--- src/hdl/ide_regs.vh ---
// Constants for the input deserializer: encodings, offsets, fields, resets
`ifndef IDE_REGS_VH
`define IDE_REGS_VH

// ****************************************************************
// Configuration encodings
// ****************************************************************
`define IDE_RATE_SDR          0
`define IDE_RATE_DDR          1
`define IDE_MODEL_MEMORY      0
`define IDE_MODEL_DDR3        1
`define IDE_MODEL_QUAD        2
`define IDE_MODEL_FOUR_PHASE  3
`define IDE_MODEL_STREAM      4
`define IDE_ROUTE_NONE        0
`define IDE_ROUTE_COMB        1
`define IDE_ROUTE_REG         2
`define IDE_ROUTE_BOTH        3
`define IDE_ROLE_PRIMARY      0
`define IDE_ROLE_SECONDARY    1
`define IDE_LOCAL_MAX         8

// ****************************************************************
// Register offsets and fields
// ****************************************************************
`define IDE_OFF_CTRL          8'h00
`define IDE_OFF_STATUS        8'h04
`define IDE_OFF_WORD_COUNT    8'h08
`define IDE_OFF_CONFIG        8'h0c
`define IDE_CTRL_FAST_SEL     0
`define IDE_CTRL_SLOW_SEL     1
`define IDE_CTRL_RESET        2'h0
`define IDE_STAT_COMB_LSB     8
`define IDE_STAT_EN_BIT       12
`define IDE_CFG_RATE_BIT      4
`define IDE_CFG_MODEL_LSB     5
`define IDE_CFG_NUMCE_BIT     8
`define IDE_CFG_LOOP_BIT      9
`define IDE_CFG_ROLE_BIT      10
`define IDE_CFG_ROUTE_LSB     11
`define IDE_RESP_OKAY         2'h0
`define IDE_RESP_SLVERR       2'h2

`endif

--- src/hdl/ide_divider.v ---
// Divided-clock enable generator with selectable half-period phase
module ide_divider #(
    parameter PERIOD = 2
) (
    input  wire i_mclk,
    input  wire i_reset_n,
    input  wire i_invert,
    output wire o_tick,
    output wire o_first_half
);

    localparam [31:0] LAST_W = PERIOD - 1;
    localparam [31:0] HALF_W = PERIOD / 2;
    localparam [3:0]  LAST   = LAST_W[3:0];
    localparam [3:0]  HALF   = HALF_W[3:0];

    reg  [3:0] cnt_q;
    wire [3:0] cnt_d;

    // Free-running count of fast cycles within one divided cycle
    assign cnt_d = (cnt_q == LAST) ? 4'h0 : cnt_q + 4'h1;

    always @(posedge i_mclk) begin
        if (!i_reset_n) begin
            cnt_q <= 4'h0; // Restarts aligned to the first edge after reset
        end else begin
            cnt_q <= cnt_d;
        end
    end

    // Inverted polarity moves the word boundary by half a period
    assign o_tick       = i_invert ? (cnt_q == HALF - 4'h1) : (cnt_q == LAST);
    assign o_first_half = i_invert ? (cnt_q >= HALF) : (cnt_q < HALF);

endmodule

--- src/hdl/ide_deserializer.v ---
// Input serial-to-parallel converter with AXI4-Lite status and control
//
// Register access over AXI4-Lite and the address map are this design's own decisions.
`include "ide_regs.vh"

module ide_deserializer #(
    parameter DATA_RATE                          = `IDE_RATE_DDR,
    parameter DATA_WIDTH                         = 4,
    parameter USE_MODEL                          = `IDE_MODEL_MEMORY,
    parameter NUM_ENABLES                        = 2,
    parameter LOOPBACK_SOURCE_ENABLE             = 0,
    parameter CASCADE_ROLE                       = `IDE_ROLE_PRIMARY,
    parameter DELAY_ROUTING_SELECT               = `IDE_ROUTE_NONE,
    parameter SLOW_CLOCK_DYNAMIC_POLARITY_ENABLE = 0,
    parameter FAST_CLOCK_DYNAMIC_POLARITY_ENABLE = 0,
    parameter SLOW_CLOCK_STATIC_INVERT           = 0,
    parameter FAST_CLOCK_STATIC_INVERT           = 0,
    parameter SAMPLE1_INITIAL_VALUE              = 0,
    parameter SAMPLE2_INITIAL_VALUE              = 0,
    parameter SAMPLE3_INITIAL_VALUE              = 0,
    parameter SAMPLE4_INITIAL_VALUE              = 0,
    parameter SAMPLE1_RESET_VALUE                = 1,
    parameter SAMPLE2_RESET_VALUE                = 1,
    parameter SAMPLE3_RESET_VALUE                = 1,
    parameter SAMPLE4_RESET_VALUE                = 1
) (
    input  wire        i_mclk,
    input  wire        i_reset_n,
    input  wire [7:0]  i_axi_awaddr,
    input  wire        i_axi_awvalid,
    output wire        o_axi_awready,
    input  wire [31:0] i_axi_wdata,
    input  wire [3:0]  i_axi_wstrb,
    input  wire        i_axi_wvalid,
    output wire        o_axi_wready,
    output reg  [1:0]  o_axi_bresp,
    output reg         o_axi_bvalid,
    input  wire        i_axi_bready,
    input  wire [7:0]  i_axi_araddr,
    input  wire        i_axi_arvalid,
    output wire        o_axi_arready,
    output reg  [31:0] o_axi_rdata,
    output reg  [1:0]  o_axi_rresp,
    output reg         o_axi_rvalid,
    input  wire        i_axi_rready,
    input  wire [1:0]  i_pad_data,
    input  wire [1:0]  i_delayed_serial_input,
    input  wire [1:0]  i_loopback_serial_input,
    input  wire [1:0]  i_shift_in,
    input  wire        i_enable_first_half,
    input  wire        i_enable_second_half,
    output reg  [7:0]  o_parallel_outputs,
    output reg         o_word_valid,
    output wire [1:0]  o_comb_out,
    output wire [1:0]  o_shift_out
);

    // ****************************************************************
    // Derived configuration and elaboration checks
    // ****************************************************************
    localparam IS_DDR  = (DATA_RATE == `IDE_RATE_DDR);
    localparam NB      = IS_DDR ? 2 : 1;
    localparam PERIOD  = DATA_WIDTH / NB;
    localparam IS_SEC  = (CASCADE_ROLE == `IDE_ROLE_SECONDARY);
    localparam LOCAL_W = IS_SEC ? DATA_WIDTH - `IDE_LOCAL_MAX :
                         (DATA_WIDTH > `IDE_LOCAL_MAX ? `IDE_LOCAL_MAX
                                                      : DATA_WIDTH);
    localparam RATE_OK = (DATA_RATE == `IDE_RATE_SDR) ||
                         (DATA_RATE == `IDE_RATE_DDR);
    localparam DDR_W   = (DATA_WIDTH == 4) || (DATA_WIDTH == 6) ||
                         (DATA_WIDTH == 8) || (DATA_WIDTH == 10) ||
                         (DATA_WIDTH == 14);
    localparam SDR_W   = (DATA_WIDTH >= 2) && (DATA_WIDTH <= 8);
    localparam W_OK    = IS_DDR ? DDR_W : SDR_W;
    localparam MEM_ANY = (USE_MODEL == `IDE_MODEL_MEMORY) ||
                         (USE_MODEL == `IDE_MODEL_DDR3) ||
                         (USE_MODEL == `IDE_MODEL_QUAD);
    localparam MODEL_OK =
        (USE_MODEL == `IDE_MODEL_MEMORY) ? IS_DDR :
        (USE_MODEL == `IDE_MODEL_DDR3 || USE_MODEL == `IDE_MODEL_QUAD ||
         USE_MODEL == `IDE_MODEL_FOUR_PHASE) ? (IS_DDR && DATA_WIDTH == 4) :
        (USE_MODEL == `IDE_MODEL_STREAM);
    localparam CASC_OK = !(MEM_ANY && DATA_WIDTH > `IDE_LOCAL_MAX) &&
                         !(IS_SEC && DATA_WIDTH <= `IDE_LOCAL_MAX);
    localparam MISC_OK = (NUM_ENABLES == 1 || NUM_ENABLES == 2) &&
                         (CASCADE_ROLE == `IDE_ROLE_PRIMARY || IS_SEC) &&
                         (DELAY_ROUTING_SELECT >= `IDE_ROUTE_NONE) &&
                         (DELAY_ROUTING_SELECT <= `IDE_ROUTE_BOTH);
    localparam CFG_OK  = RATE_OK && W_OK && MODEL_OK && CASC_OK && MISC_OK;

    localparam [3:0] INIT_V  = {SAMPLE4_INITIAL_VALUE[0],
                                SAMPLE3_INITIAL_VALUE[0],
                                SAMPLE2_INITIAL_VALUE[0],
                                SAMPLE1_INITIAL_VALUE[0]};
    localparam [3:0] RESET_V = {SAMPLE4_RESET_VALUE[0],
                                SAMPLE3_RESET_VALUE[0],
                                SAMPLE2_RESET_VALUE[0],
                                SAMPLE1_RESET_VALUE[0]};
    localparam [7:0] LOCAL_MASK = 8'hff >> (8 - LOCAL_W);
    localparam [3:0] CFG_WIDTH  = DATA_WIDTH[3:0];
    localparam [2:0] CFG_MODEL  = USE_MODEL[2:0];
    localparam [1:0] CFG_ROUTE  = DELAY_ROUTING_SELECT[1:0];

    // Illegal settings tie an output to a constant and fail elaboration
    generate
        if (!CFG_OK) begin : g_bad_config
            ide_divider #(.PERIOD(2)) u_reject (.i_mclk(i_mclk),
                .i_reset_n(i_reset_n), .i_invert(1'b0), .o_tick(1'b0),
                .o_first_half());
        end
    endgenerate

    // ****************************************************************
    // Register file and AXI4-Lite slave
    // ****************************************************************
    reg  [1:0]  ctrl_q;
    reg  [15:0] word_cnt_q;
    reg         aw_got_q;
    reg  [7:0]  aw_addr_q;
    reg         w_got_q;
    reg  [31:0] w_data_q;
    reg  [3:0]  w_strb_q;
    reg  [31:0] rd_word;
    reg         rd_hit;
    wire        do_write;
    wire        do_read;
    wire        capture_en;

    assign o_axi_awready = !aw_got_q && !o_axi_bvalid;
    assign o_axi_wready  = !w_got_q && !o_axi_bvalid;
    assign o_axi_arready = !o_axi_rvalid;
    assign do_write      = aw_got_q && w_got_q && !o_axi_bvalid;
    assign do_read       = i_axi_arvalid && o_axi_arready;

    // Address and data are latched independently, in either order
    always @(posedge i_mclk) begin
        if (!i_reset_n) begin
            aw_got_q  <= 1'b0;
            aw_addr_q <= 8'h00;
            w_got_q   <= 1'b0;
            w_data_q  <= 32'h0000_0000;
            w_strb_q  <= 4'h0;
        end else begin
            if (i_axi_awvalid && o_axi_awready) begin
                aw_got_q  <= 1'b1;
                aw_addr_q <= i_axi_awaddr;
            end else if (do_write) begin
                aw_got_q  <= 1'b0;
            end
            if (i_axi_wvalid && o_axi_wready) begin
                w_got_q  <= 1'b1;
                w_data_q <= i_axi_wdata;
                w_strb_q <= i_axi_wstrb;
            end else if (do_write) begin
                w_got_q  <= 1'b0;
            end
        end
    end

    // Register write and write response
    always @(posedge i_mclk) begin
        if (!i_reset_n) begin
            ctrl_q       <= `IDE_CTRL_RESET;
            o_axi_bvalid <= 1'b0;
            o_axi_bresp  <= `IDE_RESP_OKAY;
        end else begin
            if (do_write) begin
                o_axi_bvalid <= 1'b1;
                o_axi_bresp  <= `IDE_RESP_OKAY;
                case (aw_addr_q)
                    `IDE_OFF_CTRL: begin
                        if (w_strb_q[0]) begin
                            ctrl_q <= w_data_q[1:0];
                        end
                    end
                    `IDE_OFF_STATUS, `IDE_OFF_WORD_COUNT,
                    `IDE_OFF_CONFIG: begin
                        o_axi_bresp <= `IDE_RESP_OKAY; // Read-only, ignored
                    end
                    default: begin
                        o_axi_bresp <= `IDE_RESP_SLVERR;
                    end
                endcase
            end else if (i_axi_bready) begin
                o_axi_bvalid <= 1'b0;
            end
        end
    end

    // Read multiplexer
    always @* begin
        rd_word = 32'h0000_0000;
        rd_hit  = 1'b1;
        case (i_axi_araddr)
            `IDE_OFF_CTRL: begin
                rd_word[1:0] = ctrl_q;
            end
            `IDE_OFF_STATUS: begin
                rd_word[7:0] = o_parallel_outputs;
                rd_word[`IDE_STAT_COMB_LSB+1:`IDE_STAT_COMB_LSB] = o_comb_out;
                rd_word[`IDE_STAT_EN_BIT] = capture_en;
            end
            `IDE_OFF_WORD_COUNT: begin
                rd_word[15:0] = word_cnt_q;
            end
            `IDE_OFF_CONFIG: begin
                rd_word[3:0] = CFG_WIDTH;
                rd_word[`IDE_CFG_RATE_BIT] = IS_DDR;
                rd_word[`IDE_CFG_MODEL_LSB+2:`IDE_CFG_MODEL_LSB] = CFG_MODEL;
                rd_word[`IDE_CFG_NUMCE_BIT] = (NUM_ENABLES == 2);
                rd_word[`IDE_CFG_LOOP_BIT] = (LOOPBACK_SOURCE_ENABLE != 0);
                rd_word[`IDE_CFG_ROLE_BIT] = IS_SEC;
                rd_word[`IDE_CFG_ROUTE_LSB+1:`IDE_CFG_ROUTE_LSB] = CFG_ROUTE;
            end
            default: begin
                rd_hit = 1'b0;
            end
        endcase
    end

    // Read data channel, answered one cycle after the address is taken
    always @(posedge i_mclk) begin
        if (!i_reset_n) begin
            o_axi_rvalid <= 1'b0;
            o_axi_rdata  <= 32'h0000_0000;
            o_axi_rresp  <= `IDE_RESP_OKAY;
        end else if (do_read) begin
            o_axi_rvalid <= 1'b1;
            o_axi_rdata  <= rd_word;
            o_axi_rresp  <= rd_hit ? `IDE_RESP_OKAY : `IDE_RESP_SLVERR;
        end else if (i_axi_rready) begin
            o_axi_rvalid <= 1'b0;
        end
    end

    // ****************************************************************
    // Input selection and polarity
    // ****************************************************************
    wire       use_dly_reg;
    wire       use_dly_comb;
    wire [1:0] reg_src;
    wire [1:0] pair;
    wire       fast_inv;
    wire       slow_inv;
    wire       tick;
    wire       first_half;

    assign use_dly_comb = (DELAY_ROUTING_SELECT == `IDE_ROUTE_COMB) ||
                          (DELAY_ROUTING_SELECT == `IDE_ROUTE_BOTH);
    assign use_dly_reg  = (DELAY_ROUTING_SELECT == `IDE_ROUTE_REG) ||
                          (DELAY_ROUTING_SELECT == `IDE_ROUTE_BOTH);
    assign o_comb_out   = use_dly_comb ? i_delayed_serial_input
                                       : i_pad_data;

    // Loopback replaces the pad or delayed input on the registered path
    assign reg_src = (LOOPBACK_SOURCE_ENABLE != 0) ? i_loopback_serial_input :
                     (use_dly_reg ? i_delayed_serial_input : i_pad_data);

    // Dynamic polarity overrides any static inversion
    assign fast_inv = (FAST_CLOCK_DYNAMIC_POLARITY_ENABLE != 0) ?
                      ctrl_q[`IDE_CTRL_FAST_SEL] :
                      (FAST_CLOCK_STATIC_INVERT != 0);
    assign slow_inv = (SLOW_CLOCK_DYNAMIC_POLARITY_ENABLE != 0) ?
                      ctrl_q[`IDE_CTRL_SLOW_SEL] :
                      (SLOW_CLOCK_STATIC_INVERT != 0);

    // Inverted fast clock swaps which edge's bit counts as earlier
    assign pair = fast_inv ? {reg_src[0], reg_src[1]} : reg_src;

    ide_divider #(
        .PERIOD       (PERIOD)
    ) u_divider (
        .i_mclk       (i_mclk),
        .i_reset_n    (i_reset_n),
        .i_invert     (slow_inv),
        .o_tick       (tick),
        .o_first_half (first_half)
    );

    // Enable split over the two halves of a divided cycle
    assign capture_en = (NUM_ENABLES == 2) ?
                        (first_half ? i_enable_first_half
                                    : i_enable_second_half) :
                        i_enable_first_half;

    // ****************************************************************
    // Sample registers and shift chain
    // ****************************************************************
    reg  [3:0] samp_q;
    wire [3:0] samp_d;
    wire [3:0] samp_n;
    reg  [7:0] acc_q;
    wire [7:0] acc_d;
    wire [1:0] chain_in;

    assign samp_d = IS_DDR ? {samp_q[1:0], pair} : {samp_q[2:0], pair[1]};

    // Start-up contents of the sample registers
    initial begin
        samp_q = INIT_V;
    end

    // Per-bit next value: reset value, new sample, or hold
    genvar gi;
    generate
        for (gi = 0; gi < 4; gi = gi + 1) begin : g_sample
            assign samp_n[gi] = !i_reset_n ? RESET_V[gi] :
                                capture_en ? samp_d[gi] : samp_q[gi];
        end
    endgenerate

    // Sample registers, one process drives all four bits
    always @(posedge i_mclk) begin
        samp_q <= samp_n;
    end

    // Secondary takes the bits the primary shifts out
    assign chain_in = IS_SEC ? i_shift_in :
                      (IS_DDR ? samp_q[3:2] : {samp_q[3], 1'b0});
    assign acc_d    = IS_DDR ? {acc_q[5:0], chain_in}
                             : {acc_q[6:0], chain_in[1]};
    assign o_shift_out = IS_DDR ? acc_q[7:6] : {acc_q[7], 1'b0};

    // Shift chain, word output and word count
    always @(posedge i_mclk) begin
        if (!i_reset_n) begin
            acc_q              <= 8'h00;
            o_parallel_outputs <= 8'h00;
            o_word_valid       <= 1'b0;
            word_cnt_q         <= 16'h0000;
        end else begin
            acc_q        <= acc_d;
            o_word_valid <= tick;
            if (tick) begin
                o_parallel_outputs <= acc_d & LOCAL_MASK;
                word_cnt_q         <= word_cnt_q + 16'h0001;
            end
        end
    end

endmodule

--- config.mk ---
export PLATFORM = sky130hd
export DESIGN_NAME = ide_deserializer
export DESIGN_NICKNAME = d
export VERILOG_FILES = /design/src/hdl/ide_divider.v /design/src/hdl/ide_deserializer.v
export VERILOG_INCLUDE_DIRS = /design/src /design/src/hdl
export SDC_FILE = /design/constraint.sdc
export NUM_CORES = 1
export LEC_CHECK = 0
export BUFFER_PORTS_ARGS = -buffer_cell sky130_fd_sc_hd__buf_2
export CAP_MARGIN = 20
export CORE_ASPECT_RATIO = 0.75
export CORE_MARGIN = 3
export CORE_UTILIZATION = 35
export DETAILED_ROUTE_END_ITERATION = 10
export SLEW_MARGIN = 5
export SYNTH_ARGS = -nofsm -noshare
export SYNTH_HDL_FRONTEND = slang
export SYNTH_SLANG_ARGS = --single-unit
--- constraint.sdc ---
create_clock -name i_mclk -period 2 [get_ports i_mclk]
set_clock_uncertainty 0.1 [all_clocks]
set_input_delay 0.4 -clock i_mclk [delete_from_list [all_inputs] [get_ports i_mclk]]
set_output_delay 0.4 -clock i_mclk [all_outputs]
set_load 0.03 [all_outputs]
Word-level counts from Yosys, hierarchy flattened
Cells that the tools add are included.
{"block": "word_totals", "reg_bits": 74, "latchBits": 0, "ramBits": 0, "mem_bits_ro": 0, "output_inout_bits": 54, "n_memories": 0}
{"block": "classes", "addsub": 2, "n_mul": 0, "div_mod_pow": 0, "order_cmp": 1, "n_eq_ne": 7, "n_shift": 0, "mux": 16, "n_bitwise": 1, "reduce_logical": 21}
{"cell": "$eq A8 B4 Y1 const B", "n": 4}
{"cell": "$pmux W8 S3", "n": 1}
{"cell": "$add A16 B1 Y16 const B", "n": 1}
{"cell": "$eq A8 B3 Y1 const B", "n": 2}
{"cell": "$logic_not A8 Y1", "n": 2}
{"cell": "$mux W1", "n": 9}
{"cell": "$reduce_bool A2 Y1", "n": 4}
{"cell": "$reduce_or A4 Y1", "n": 2}
{"cell": "$logic_and A1 B1 Y1", "n": 7}
{"cell": "$mux W2", "n": 3}
{"cell": "$pmux W2 S3", "n": 1}
{"cell": "$add A4 B1 Y4 const B", "n": 1}
{"cell": "$eq A4 B1 Y1 const B", "n": 1}
{"cell": "$logic_not A1 Y1", "n": 4}
{"cell": "$lt A4 B1 Y1 const B", "n": 1}
{"cell": "$mux W3", "n": 1}
{"cell": "$reduce_and A3 Y1", "n": 1}
{"cell": "$pmux W1 S2", "n": 1}
{"cell": "$reduce_or A2 Y1", "n": 1}
{"cell": "$not A1 Y1", "n": 1}

Logic depth before layout (Yosys ltp)
Gate-level depths: netlist of the first run.
{"block": "depth", "depth_word": 4, "mapped_depth": 8, "mapped_depth_nobuf": 6}

By module
Synthesis of the first run repeated with hierarchy kept, for this count alone.
{"block": "hier_totals", "cells_unflattened": 351, "area_unflattened_um2": 3114.2}
{"module": "ide_deserializer", "instances": 1, "cells_each": 325, "area_each_um2": 2869.0}
{"module": "ide_divider", "instances": 1, "cells_each": 26, "area_each_um2": 245.2}

Worst setup path before layout of the first run
Ideal clock, no wire load.
{"block": "synth_timing", "kind": "input-to-reg", "startpoint": "input i_axi_araddr[1]", "endpoint": "register o_axi_rdata[2]", "setup_time_ns": 0.059, "arrival_time_ns": 1.708, "required_ns": 1.841, "path_slack_ns": 0.133, "cell_stages": 5, "path_buffers": 1, "path_cell_list": "or4_4 > or2_0 > clkbuf_2 > o41ai_1 > and2_1"}
{"block": "synth_between", "elab_chain_len": 2, "elab_cells_between_ends": 4, "cone_classes": "3 x eq/ne; 1 x mux"}
{"item": "start: declaration", "line_no": "ide_deserializer.v:39", "text": "input wire [7:0] i_axi_araddr,"}
{"item": "$eq A8 B4 Y1 or $eq A8 B3 Y1 (tied branches)", "line_no": "ide_deserializer.v:194", "text": "case (i_axi_araddr)"}
{"item": "$pmux W8 S3 (*)", "line_no": "ide_deserializer.v:194"}
{"item": "end signal: assignment", "line_no": "ide_deserializer.v:229", "text": "o_axi_rdata <= rd_word;"}
{"item": "end: declaration", "line_no": "ide_deserializer.v:42", "text": "output reg [31:0] o_axi_rdata,"}
Mark *: on every way between the ends. The rest lies on a longest branch, timed or not.
A chain may end at the register's enable or synchronous reset.

Worst setup path in the final report of the first run
{"block": "layout_timing", "startpoint": "register u_divider.cnt_q[1]", "endpoint": "register word_cnt_q[7]"}
{"block": "layout_between", "elab_chain_len": 1}
{"item": "start: declaration", "line_no": "ide_divider.v:17", "text": "reg [3:0] cnt_q;"}
{"item": "start signal: assignment", "line_no": "ide_divider.v:27", "text": "cnt_q <= cnt_d;"}
{"item": "$eq A4 B1 Y1", "line_no": "ide_divider.v:32", "text": "assign o_tick = i_invert ? (cnt_q == HALF - 4'h1) : (cnt_q == LAST);"}
{"item": "end signal: assignment", "line_no": "ide_deserializer.v:336", "text": "word_cnt_q <= word_cnt_q + 16'h0001;"}
{"item": "end: declaration", "line_no": "ide_deserializer.v:117", "text": "reg [15:0] word_cnt_q;"}
No other way between the ends.

==> results of run 1 <==
==> cells in the final DEF (no fill, tap or decap), types with 4 or more instances in the layout <==
cell type,instances
sky130_fd_sc_hd__nor2b_1,20
sky130_fd_sc_hd__o21ai_0,5
sky130_fd_sc_hd__a21oi_1,5
sky130_fd_sc_hd__nand4_1,5
sky130_fd_sc_hd__and2_1,28
sky130_fd_sc_hd__xnor2_1,7
sky130_fd_sc_hd__a21boi_0,15
sky130_fd_sc_hd__ha_1,4
sky130_fd_sc_hd__mux2i_1,15
sky130_fd_sc_hd__nor3_1,4
sky130_fd_sc_hd__inv_1,7
sky130_fd_sc_hd__xor2_1,6
sky130_fd_sc_hd__clkbuf_16,9
sky130_fd_sc_hd__nand3_1,8
sky130_fd_sc_hd__buf_2,61
sky130_fd_sc_hd__buf_4,19
sky130_fd_sc_hd__nand2b_1,6
sky130_fd_sc_hd__a22oi_1,12
sky130_fd_sc_hd__nand2_1,44
sky130_fd_sc_hd__dfxtp_1,72
sky130_fd_sc_hd__conb_1,22
sky130_fd_sc_hd__nor2_1,8
==> kinds of logic (layout without fill, tap and decap cells) <==
group	count (synthesis)	after routing	share of synthesized area [%]
AO/OA/AOI/OAI	47	47	10.6
buffers and inverters	50	103	9.09
XOR/XNOR	13	13	3.58
adder cells (fa/ha/maj)	4	4	1.57
AND/OR/NAND/NOR	141	141	25.0
other	1	22	0.118
multiplexers	15	15	4.72
flip-flops	72	72	45.3
==> repair_timing <==
item	in CTS	in global routing
endpoints found under the hold margin	0	0
gates resized for setup	0	1
hold buffers	0	0
endpoints found under the setup margin	0	10
==> Yosys cell counts (4+ instances only) <==
cell / number / area share [%]
sky130_fd_sc_hd__nor2_1: 8 / 0.94
sky130_fd_sc_hd__a21oi_1: 5 / 0.79
sky130_fd_sc_hd__nor3_1: 4 / 0.63
sky130_fd_sc_hd__nor2b_1: 20 / 3.9
sky130_fd_sc_hd__a21boi_0: 15 / 3.5
sky130_fd_sc_hd__inv_1: 7 / 0.83
sky130_fd_sc_hd__dfxtp_1: 72 / 45
sky130_fd_sc_hd__buf_4: 26 / 6.1
sky130_fd_sc_hd__o21ai_0: 5 / 0.79
sky130_fd_sc_hd__clkbuf_1: 14 / 1.7
sky130_fd_sc_hd__mux2i_1: 15 / 4.7
sky130_fd_sc_hd__nand4_1: 5 / 0.98
sky130_fd_sc_hd__xnor2_1: 7 / 1.9
sky130_fd_sc_hd__and2_1: 28 / 5.5
sky130_fd_sc_hd__xor2_1: 6 / 1.7
sky130_fd_sc_hd__nand2b_1: 6 / 1.2
sky130_fd_sc_hd__a22oi_1: 12 / 2.8
sky130_fd_sc_hd__nand2_1: 44 / 5.2
sky130_fd_sc_hd__nand3_1: 8 / 1.3
sky130_fd_sc_hd__ha_1: 4 / 1.6
==> area by class of cell <==
type | count | share of cell area, %
repair buffers | 80 | 11.6
flip-flops and latches | 72 | 37.5
well taps | 108 | 3.51
inverters | 7 | 0.683
clock inverters | 3 | 0.455
multi-input cells | 242 | 39.8
clock buffers | 13 | 6.50
==> registers in the layout, summed over array words and instances, names as in the netlist <==
name                cells
o_word_valid            1
o_axi_rdata            16
o_axi_bresp             1
w_data_q                2
word_cnt_q             16
ctrl_q                  2
w_got_q                 1
o_axi_rresp             1
w_strb_q                1
acc_q                   8
aw_addr_q               8
samp_q                  4
u_divider.cnt_q         4
aw_got_q                1
o_axi_rvalid            1
o_axi_bvalid            1
o_parallel_outputs      4
==> metrics by stage <==
stage / hold slack (ps) / area (µm²)
finish: 211 / 3850
global route: 203 / 3850
CTS: 199 / 3850
global placement: 314 / 3580
floorplan: 312 / 3260
detailed placement: 321 / 3580
==> worst max path at each step <==
stage,start,endpoint,slack (ps),cells after the start
6_report,u_divider.cnt_q[1],word_cnt_q[7],140,7
5_1_grt,u_divider.cnt_q[1],word_cnt_q[7],30,7
3_5_place_dp,i_axi_araddr[1],o_axi_rdata[2],-60,5
3_3_place_gp,i_axi_araddr[1],o_axi_rdata[8],-50,5
4_1_cts,u_divider.cnt_q[1],word_cnt_q[7],10,7
2_1_floorplan,i_axi_araddr[1],o_axi_rdata[2],130,5
==> power groups by stage <==
stage          Clock [mW]  Combinational, mW  Sequential [mW]
2_1_floorplan           0              0.327             1.61
6_report             1.43              0.480             1.55
3_3_place_gp            0              0.473             1.58
4_1_cts              1.48              0.482             1.55
5_1_grt              1.54              0.533             1.56
3_5_place_dp            0              0.480             1.58
==> routing by layer <==
| layer | global-route usage, % | routed length (µm) | vias up |
|---|---|---|---|
| met5 | 0 | 0 | - |
| met4 | 2.85 | 53 | 0 |
| met3 | 6.63 | 524 | 7 |
| met2 | 18.1 | 2550 | 72 |
| met1 | 19.6 | 3330 | 1064 |
| li1 | - | - | 1239 |
==> impl.org, run 1 <==
** Worst setup path
- STA classifies the critical path startpoint as a register.
- The largest single stage delay on the critical path is 450 ps.
- STA puts the critical path data required time at 2120 ps.
- CP Data Arrival Time :: 1980 ps
- Worst R2R End :: word_cnt_q[7]
- For flop-to-flop paths, the worst setup slack is 140 ps.
- For this design, the slowest cell found on the critical path is sky130_fd_sc_hd__or3b_4.
- Top Family by Delay on Critical Path :: simple AND/OR/NAND/NOR gates
- The critical path in this run is classified as register to register.
- Startpoint of the worst-slack reg-to-reg timing path :: u_divider.cnt_q[1]
- Worst-path cell chain :: inv_1 > ha_1 > or3b_4 > buf_4 > nor3_1 > xor2_1 > and2_1
- The worst register-to-register path has a depth of 7.
- Crit Path Max Fanout :: 9
- STA classifies the critical path endpoint as a register.
- The number of buffers and inverters on the critical path is 2.

** Yosys
- Instance count of the mapped netlist :: 343
- For this run, asynchronously set or reset flops after synthesis account for 0%.
- The synthesized netlist contains 41 unique library cells.
- During synthesis, Yosys emitted a total of 0 warnings.
- Mean instance size in the synthesized netlist :: 9.27 µm²
- The synthesized design contains 0 enable-type register cells.
- Share of the yosys chip area belonging to registers :: 45.3%
- Total of flip-flops plus latches after synthesis :: 72
- Post-synth design cell area :: 0.00318 mm²
- Most used flip-flop cell after synthesis :: sky130_fd_sc_hd__dfxtp_1

** Power and ir drop
- Internal power comes to 2.56 mW.
- Net switching power :: 0.904 mW
- Overall power after layout :: 3.46 mW
- Total power per unit cell area :: 899 mW/mm²
- Across the VDD grid, the largest voltage drop is 0.527 mV.
- Of the total power, the clock network draws 41.4%.
- Power share of the sequential group :: 44.7%
- Of the total power, the share spent switching nets is 26.1%.
- Summed over all cells, the static leakage comes to 1.73 nW.
- Of the total power, combinational logic draws 13.9%.

** STA
- The worst pin sits at a relative slew slack of 62.6%.
- Final setup violation count :: 0
- Final critical-path required period :: 1860 ps
- Post-route worst setup slack :: 138 ps
- Setup total negative slack on the finished layout was measured at 0 ps.
- RSZ-0062 raised after global routing :: false
- Fmax :: 0.537 GHz
- Number of max-slew violations in the final report :: 0
- The final hold violation count came to 0.
- Final period utilization :: 93.1%
- Tightest Pin Transition :: 560 ps

** Final layout
- Core occupancy in the finished layout :: 44.6%
- Area occupied by multi-input gates :: 0.00153 mm²
- At the end of the flow, the number of nets in the layout was 485.
- Share of layout cells above drive strength 1 :: 24.0%
- After the flow finishes, the layout carries non-filler instances totaling 525.
- The number of antenna diodes in the final layout is 0.
- Area occupied by registers :: 0.00144 mm²
- Filler cell count :: 856
- Relative to the synthesized area, the layout overhead comes to 21.1%.

** Route
- After detailed routing, the average wire length per cell comes to 12.3 µm.
- Total iterations of the first detailed-routing run :: 4
- ANT nets after route :: 0
- In the routed design, unresolved DRC markers number 0.
- For this block, the routed nets add up to 6460 µm of wire.
- 1st-iter DRT viols :: 133
- Routed via count :: 2382
- Vias per inst :: 4.54

** Job
- Max-cap violations in this run came to 0.

** Place
- Including well taps, the total number of placed cells is 509.
- Once detailed placement completed, the half-perimeter wirelength came to 4890 µm.
- Prior to clock tree synthesis, the placed netlist has a worst setup slack of -60.7 ps.
- At the end of routability-driven placement, the weighted congestion stood at 0.721.
- Buffers added on ports :: 61

** Global route
- The first global-routing pass estimated 10800 µm of wire.
- Antenna violations before repair :: 0
- Largest net degree at the start of global routing :: 22
- Vias in the first global route :: 2189
- Global-route total usage across every layer :: 13.6%
- For this run the aggregate overflow at the end of global routing stands at 0.

** Clock tree
- Buffers inserted during clock tree synthesis total 9.
- CTS clock-pin slew for the worst setup and hold paths :: 60 ps
- Once the clock tree was built, the setup fixing pass inserted 0 buffers.
- Buffer cell driving the clock tree root :: sky130_fd_sc_hd__clkbuf_16
- Clock Tree Buf Depth :: 2
- Number of sinks on the clock net :: 72
- For the worst-skew pair, the clock arrives at the later sink with an insertion delay of 320 ps.
- TritonCTS built the clock tree.
- CTS built an H-tree with a depth of 3.

** Min path
- The worst hold path begins at i_axi_arvalid.
- The path class of the tightest hold or removal check is input pin to register.
- Counting instances, the worst hold path has a depth of 2.
- Worst Hold Endpoint :: o_axi_rvalid

** Die
- In this run the vertical extent of the chip is 88.5 µm.
- The floorplan step defined a core boundary enclosing 0.00864 mm².
- Area of the die :: 0.0103 mm²
- Row generation in the floorplan step produced 29 rows.
- Once the floorplan was initialized, standard cells occupied 36.8% of the core.
- Die width :: 116 µm
- Number of top-level pins :: 123

** Run status
- The flow ran to the end, and the final reports show no timing, DRC or antenna violations.
No activity file was read; power rests on OpenSTA's default activity.
==> run 2, diff against run 1 <==
- PLACE_DENSITY_LB_ADDON: default -> 0.15
- REMOVE_ABC_BUFFERS: default -> 1
==> impl.org, run 2 (synthesis results as in run 1) <==
** Die
- The height of the chip came to 88.5 µm (unchanged).
- The I/O pin count came to 123 (unchanged).
- The effective utilization at floorplan was 36.8% (unchanged).
- Cell row count :: 29 (unchanged)
- Die width :: 116 µm (unchanged)
- The total core area came to 0.00864 mm² (unchanged).
- Area of the die :: 0.0103 mm² (unchanged)

** Final layout
- Largest registers ranked by flip-flop count: o_axi_rdata: 16 flops, word_cnt_q: 16 flops (unchanged).
- Layout Nets :: 481 (was 485)
- The proportion of layout cells with a drive suffix above 1 came to 24.0% (about the same).
- Area of all placed cells without fillers :: 0.00385 mm² (about the same)
- Synthesis-to-layout area growth :: 21.1% (about the same)
- Most common library cell in the layout ignoring fill and taps :: sky130_fd_sc_hd__dfxtp_1 (unchanged)
- Highest-count cells in the layout ignoring fill and taps :: sky130_fd_sc_hd__dfxtp_1, sky130_fd_sc_hd__buf_2, sky130_fd_sc_hd__nand2_1 (unchanged)
- # diodes :: 0 (unchanged)
- The number of non-filler instances in the completed layout was 521 (was 525).

** Worst setup path
- The classification of the worst setup path was register to register (unchanged).
- The launch point of the worst path was u_divider.cnt_q[1] (unchanged).
- The critical path launch point type is a register (unchanged).
- The capture instance of the worst register-to-register path is word_cnt_q[12] (was word_cnt_q[7]).
- Worst reg2reg path depth :: 6 (was 7)
- Endpoint required time on the critical path :: 2120 ps (about the same)
- The capture point of the critical path was word_cnt_q[12] (was word_cnt_q[7]).
- The capturing element type of the critical path is a register (unchanged).
- The startpoint of the worst register-to-register path is u_divider.cnt_q[1] (unchanged).
- The largest fanout on the critical path came to 7 (was 9).
- The data arrival time of the worst path is 1980 ps (about the same).
- Reg-to-reg setup timing slack :: 140 ps (about the same)

** Global route
- Overall overflow remaining after global route :: 0 (unchanged)
- Largest net degree at the start of global routing :: 41 (was 22)
- The initial antenna violation count came to 0 (unchanged).
- Global-route total usage across every layer :: 14.1% (was 13.6%)
- Wire length of the first global-routing pass :: 11100 µm (was 10800 µm)
- The via count of the first global-routing pass is 2226 (was 2189).

** Min path
- Kind of path behind the tightest hold check :: input pin to register (unchanged)

** Route
- Total iterations of the first detailed-routing run :: 4 (unchanged)
- The post-route antenna net violation count is 0 (unchanged).
- DRC violations left :: 0 (unchanged)
- The average wire length per cell after detail routing was 13.0 µm (was 12.3 µm).
- 1st-iter DRT viols :: 86 (was 133)
- The number of vias per cell after detailed routing came to 4.60 (was 4.54).
- The overall via count from detail_route was 2395 (was 2382).
- Final WL :: 6790 µm (was 6460 µm)

** Clock tree
- The clock tree from TritonCTS is built (unchanged).
- Number of sinks on the clock net :: 72 (unchanged)
- The post-CTS clock slew at the launch and capture registers of the worst setup and hold paths was 50 ps (was 60 ps).
- The CTS root buffer was sky130_fd_sc_hd__clkbuf_16 (unchanged).
- The clock latency at the later pin of the worst-skew pair is 330 ps (was 320 ps).
- Post-CTS setup buffers :: 0 (unchanged)
- The number of H-tree levels came to 3 (unchanged).
- Clock buffer count from CTS :: 9 (unchanged)
- The clock tree buffer depth was 2 (unchanged).

** Place
- The weighted congestion reported at the end of routability-driven placement is 0.741 (was 0.721).
- The standard cell area after detailed placement came to 0.00355 mm² (was 0.00358 mm²).
- The quantity of I/O buffers inserted on ports is 61 (unchanged).
- The placed wire-length estimate is 4970 µm (was 4890 µm).
- Placed Cells :: 505 (was 509)

** Job
- The total of max-cap violations is 0 (unchanged).

** STA
- The number of max-slew violations in the final report was 0 (unchanged).
- Final period utilization :: 93.1% (about the same)
- The final hold violation count came to 0 (unchanged).
- The number of setup violations in the final report was 0 (unchanged).
- The final critical path time including I/O delays and setup is 1860 ps (about the same).
- Hold slack final :: 218 ps (was 211 ps)
- The pin slew with the least headroom to its limit was 636 ps (was 560 ps).
- Fmax :: 0.537 GHz (about the same)
- Final-layout setup total negative slack :: 0 ps (unchanged)
- The headroom to the max-slew limit came to 57.2% (was 62.6%).
- RSZ-0062 raised after global routing: false (unchanged).

** Power and ir drop
- The worst voltage drop across the vdd grid is 0.365 mV (was 0.527 mV).
- The static leakage came to 1.74 nW (was 1.73 nW).
- Overall power after layout :: 3.53 mW (was 3.46 mW)
- Total power per unit cell area :: 916 mW/mm² (was 899 mW/mm²)

** Run status
- Status: complete, no violations (unchanged).
[run 2: worst max-delay path, stage by stage (launching register included)]
cell and delay, ps:
sky130_fd_sc_hd__dfxtp_1 310, sky130_fd_sc_hd__inv_1 70, sky130_fd_sc_hd__ha_1 140, sky130_fd_sc_hd__or3b_4 450
sky130_fd_sc_hd__nor4_1 420, sky130_fd_sc_hd__xor2_1 100, sky130_fd_sc_hd__and2_1 160
[run 2: layout make-up]
class	instances	area [µm²]
multi-input combinational	242	1540
timing repair buffer	76	418
clock buffer	13	270
clock inverter	3	15.0
inverter	7	26.3
tap	108	135
fill	870	4790
sequential	72	1440
[run 2: routing by layer]
layer  up-vias  part of all wire (%)  global-route usage (%)
li1       1231                     -                       -
met2        57                    43                    21.2
met4         0                   1.1                    5.06
met3         8                   4.6                    4.58
met1      1099                    51                    19.1
met5         -                     0                       0
[run 2: worst min-delay path by stage]
stage | start | endpoint | depth (start not counted)
final | i_axi_arvalid | o_axi_rvalid | 2
after global routing | i_axi_arvalid | o_axi_rvalid | 2
after CTS | i_axi_arvalid | o_axi_rvalid | 2
after detailed placement | acc_q[2] | acc_q[4] | 1
after global placement | acc_q[3] | acc_q[5] | 1
after floorplan | acc_q[2] | acc_q[4] | 1
[run 2: stage by stage]
step,util (%),setup WS [ps]
5_1_grt,44.6,3.83
4_1_cts,44.4,15.9
3_5_place_dp,41.1,-101
6_report,44.6,139
2_1_floorplan,-,41.7
3_3_place_gp,41.1,-69.8
[run 2: repair_timing]
action                                  in CTS  in global routing
hold buffers                                 0                  0
endpoints found under the setup margin       0                 11
gates resized for setup                      0                  3
[run 2: power breakdown]
| part | internal (mW) | switching [mW] | leakage, nW | total, mW |
|---|---|---|---|---|
| registers | 1.50 | 0.0454 | 0.587 | 1.55 |
| logic | 0.179 | 0.303 | 1.01 | 0.482 |
| clock network | 0.934 | 0.563 | 0.145 | 1.50 |
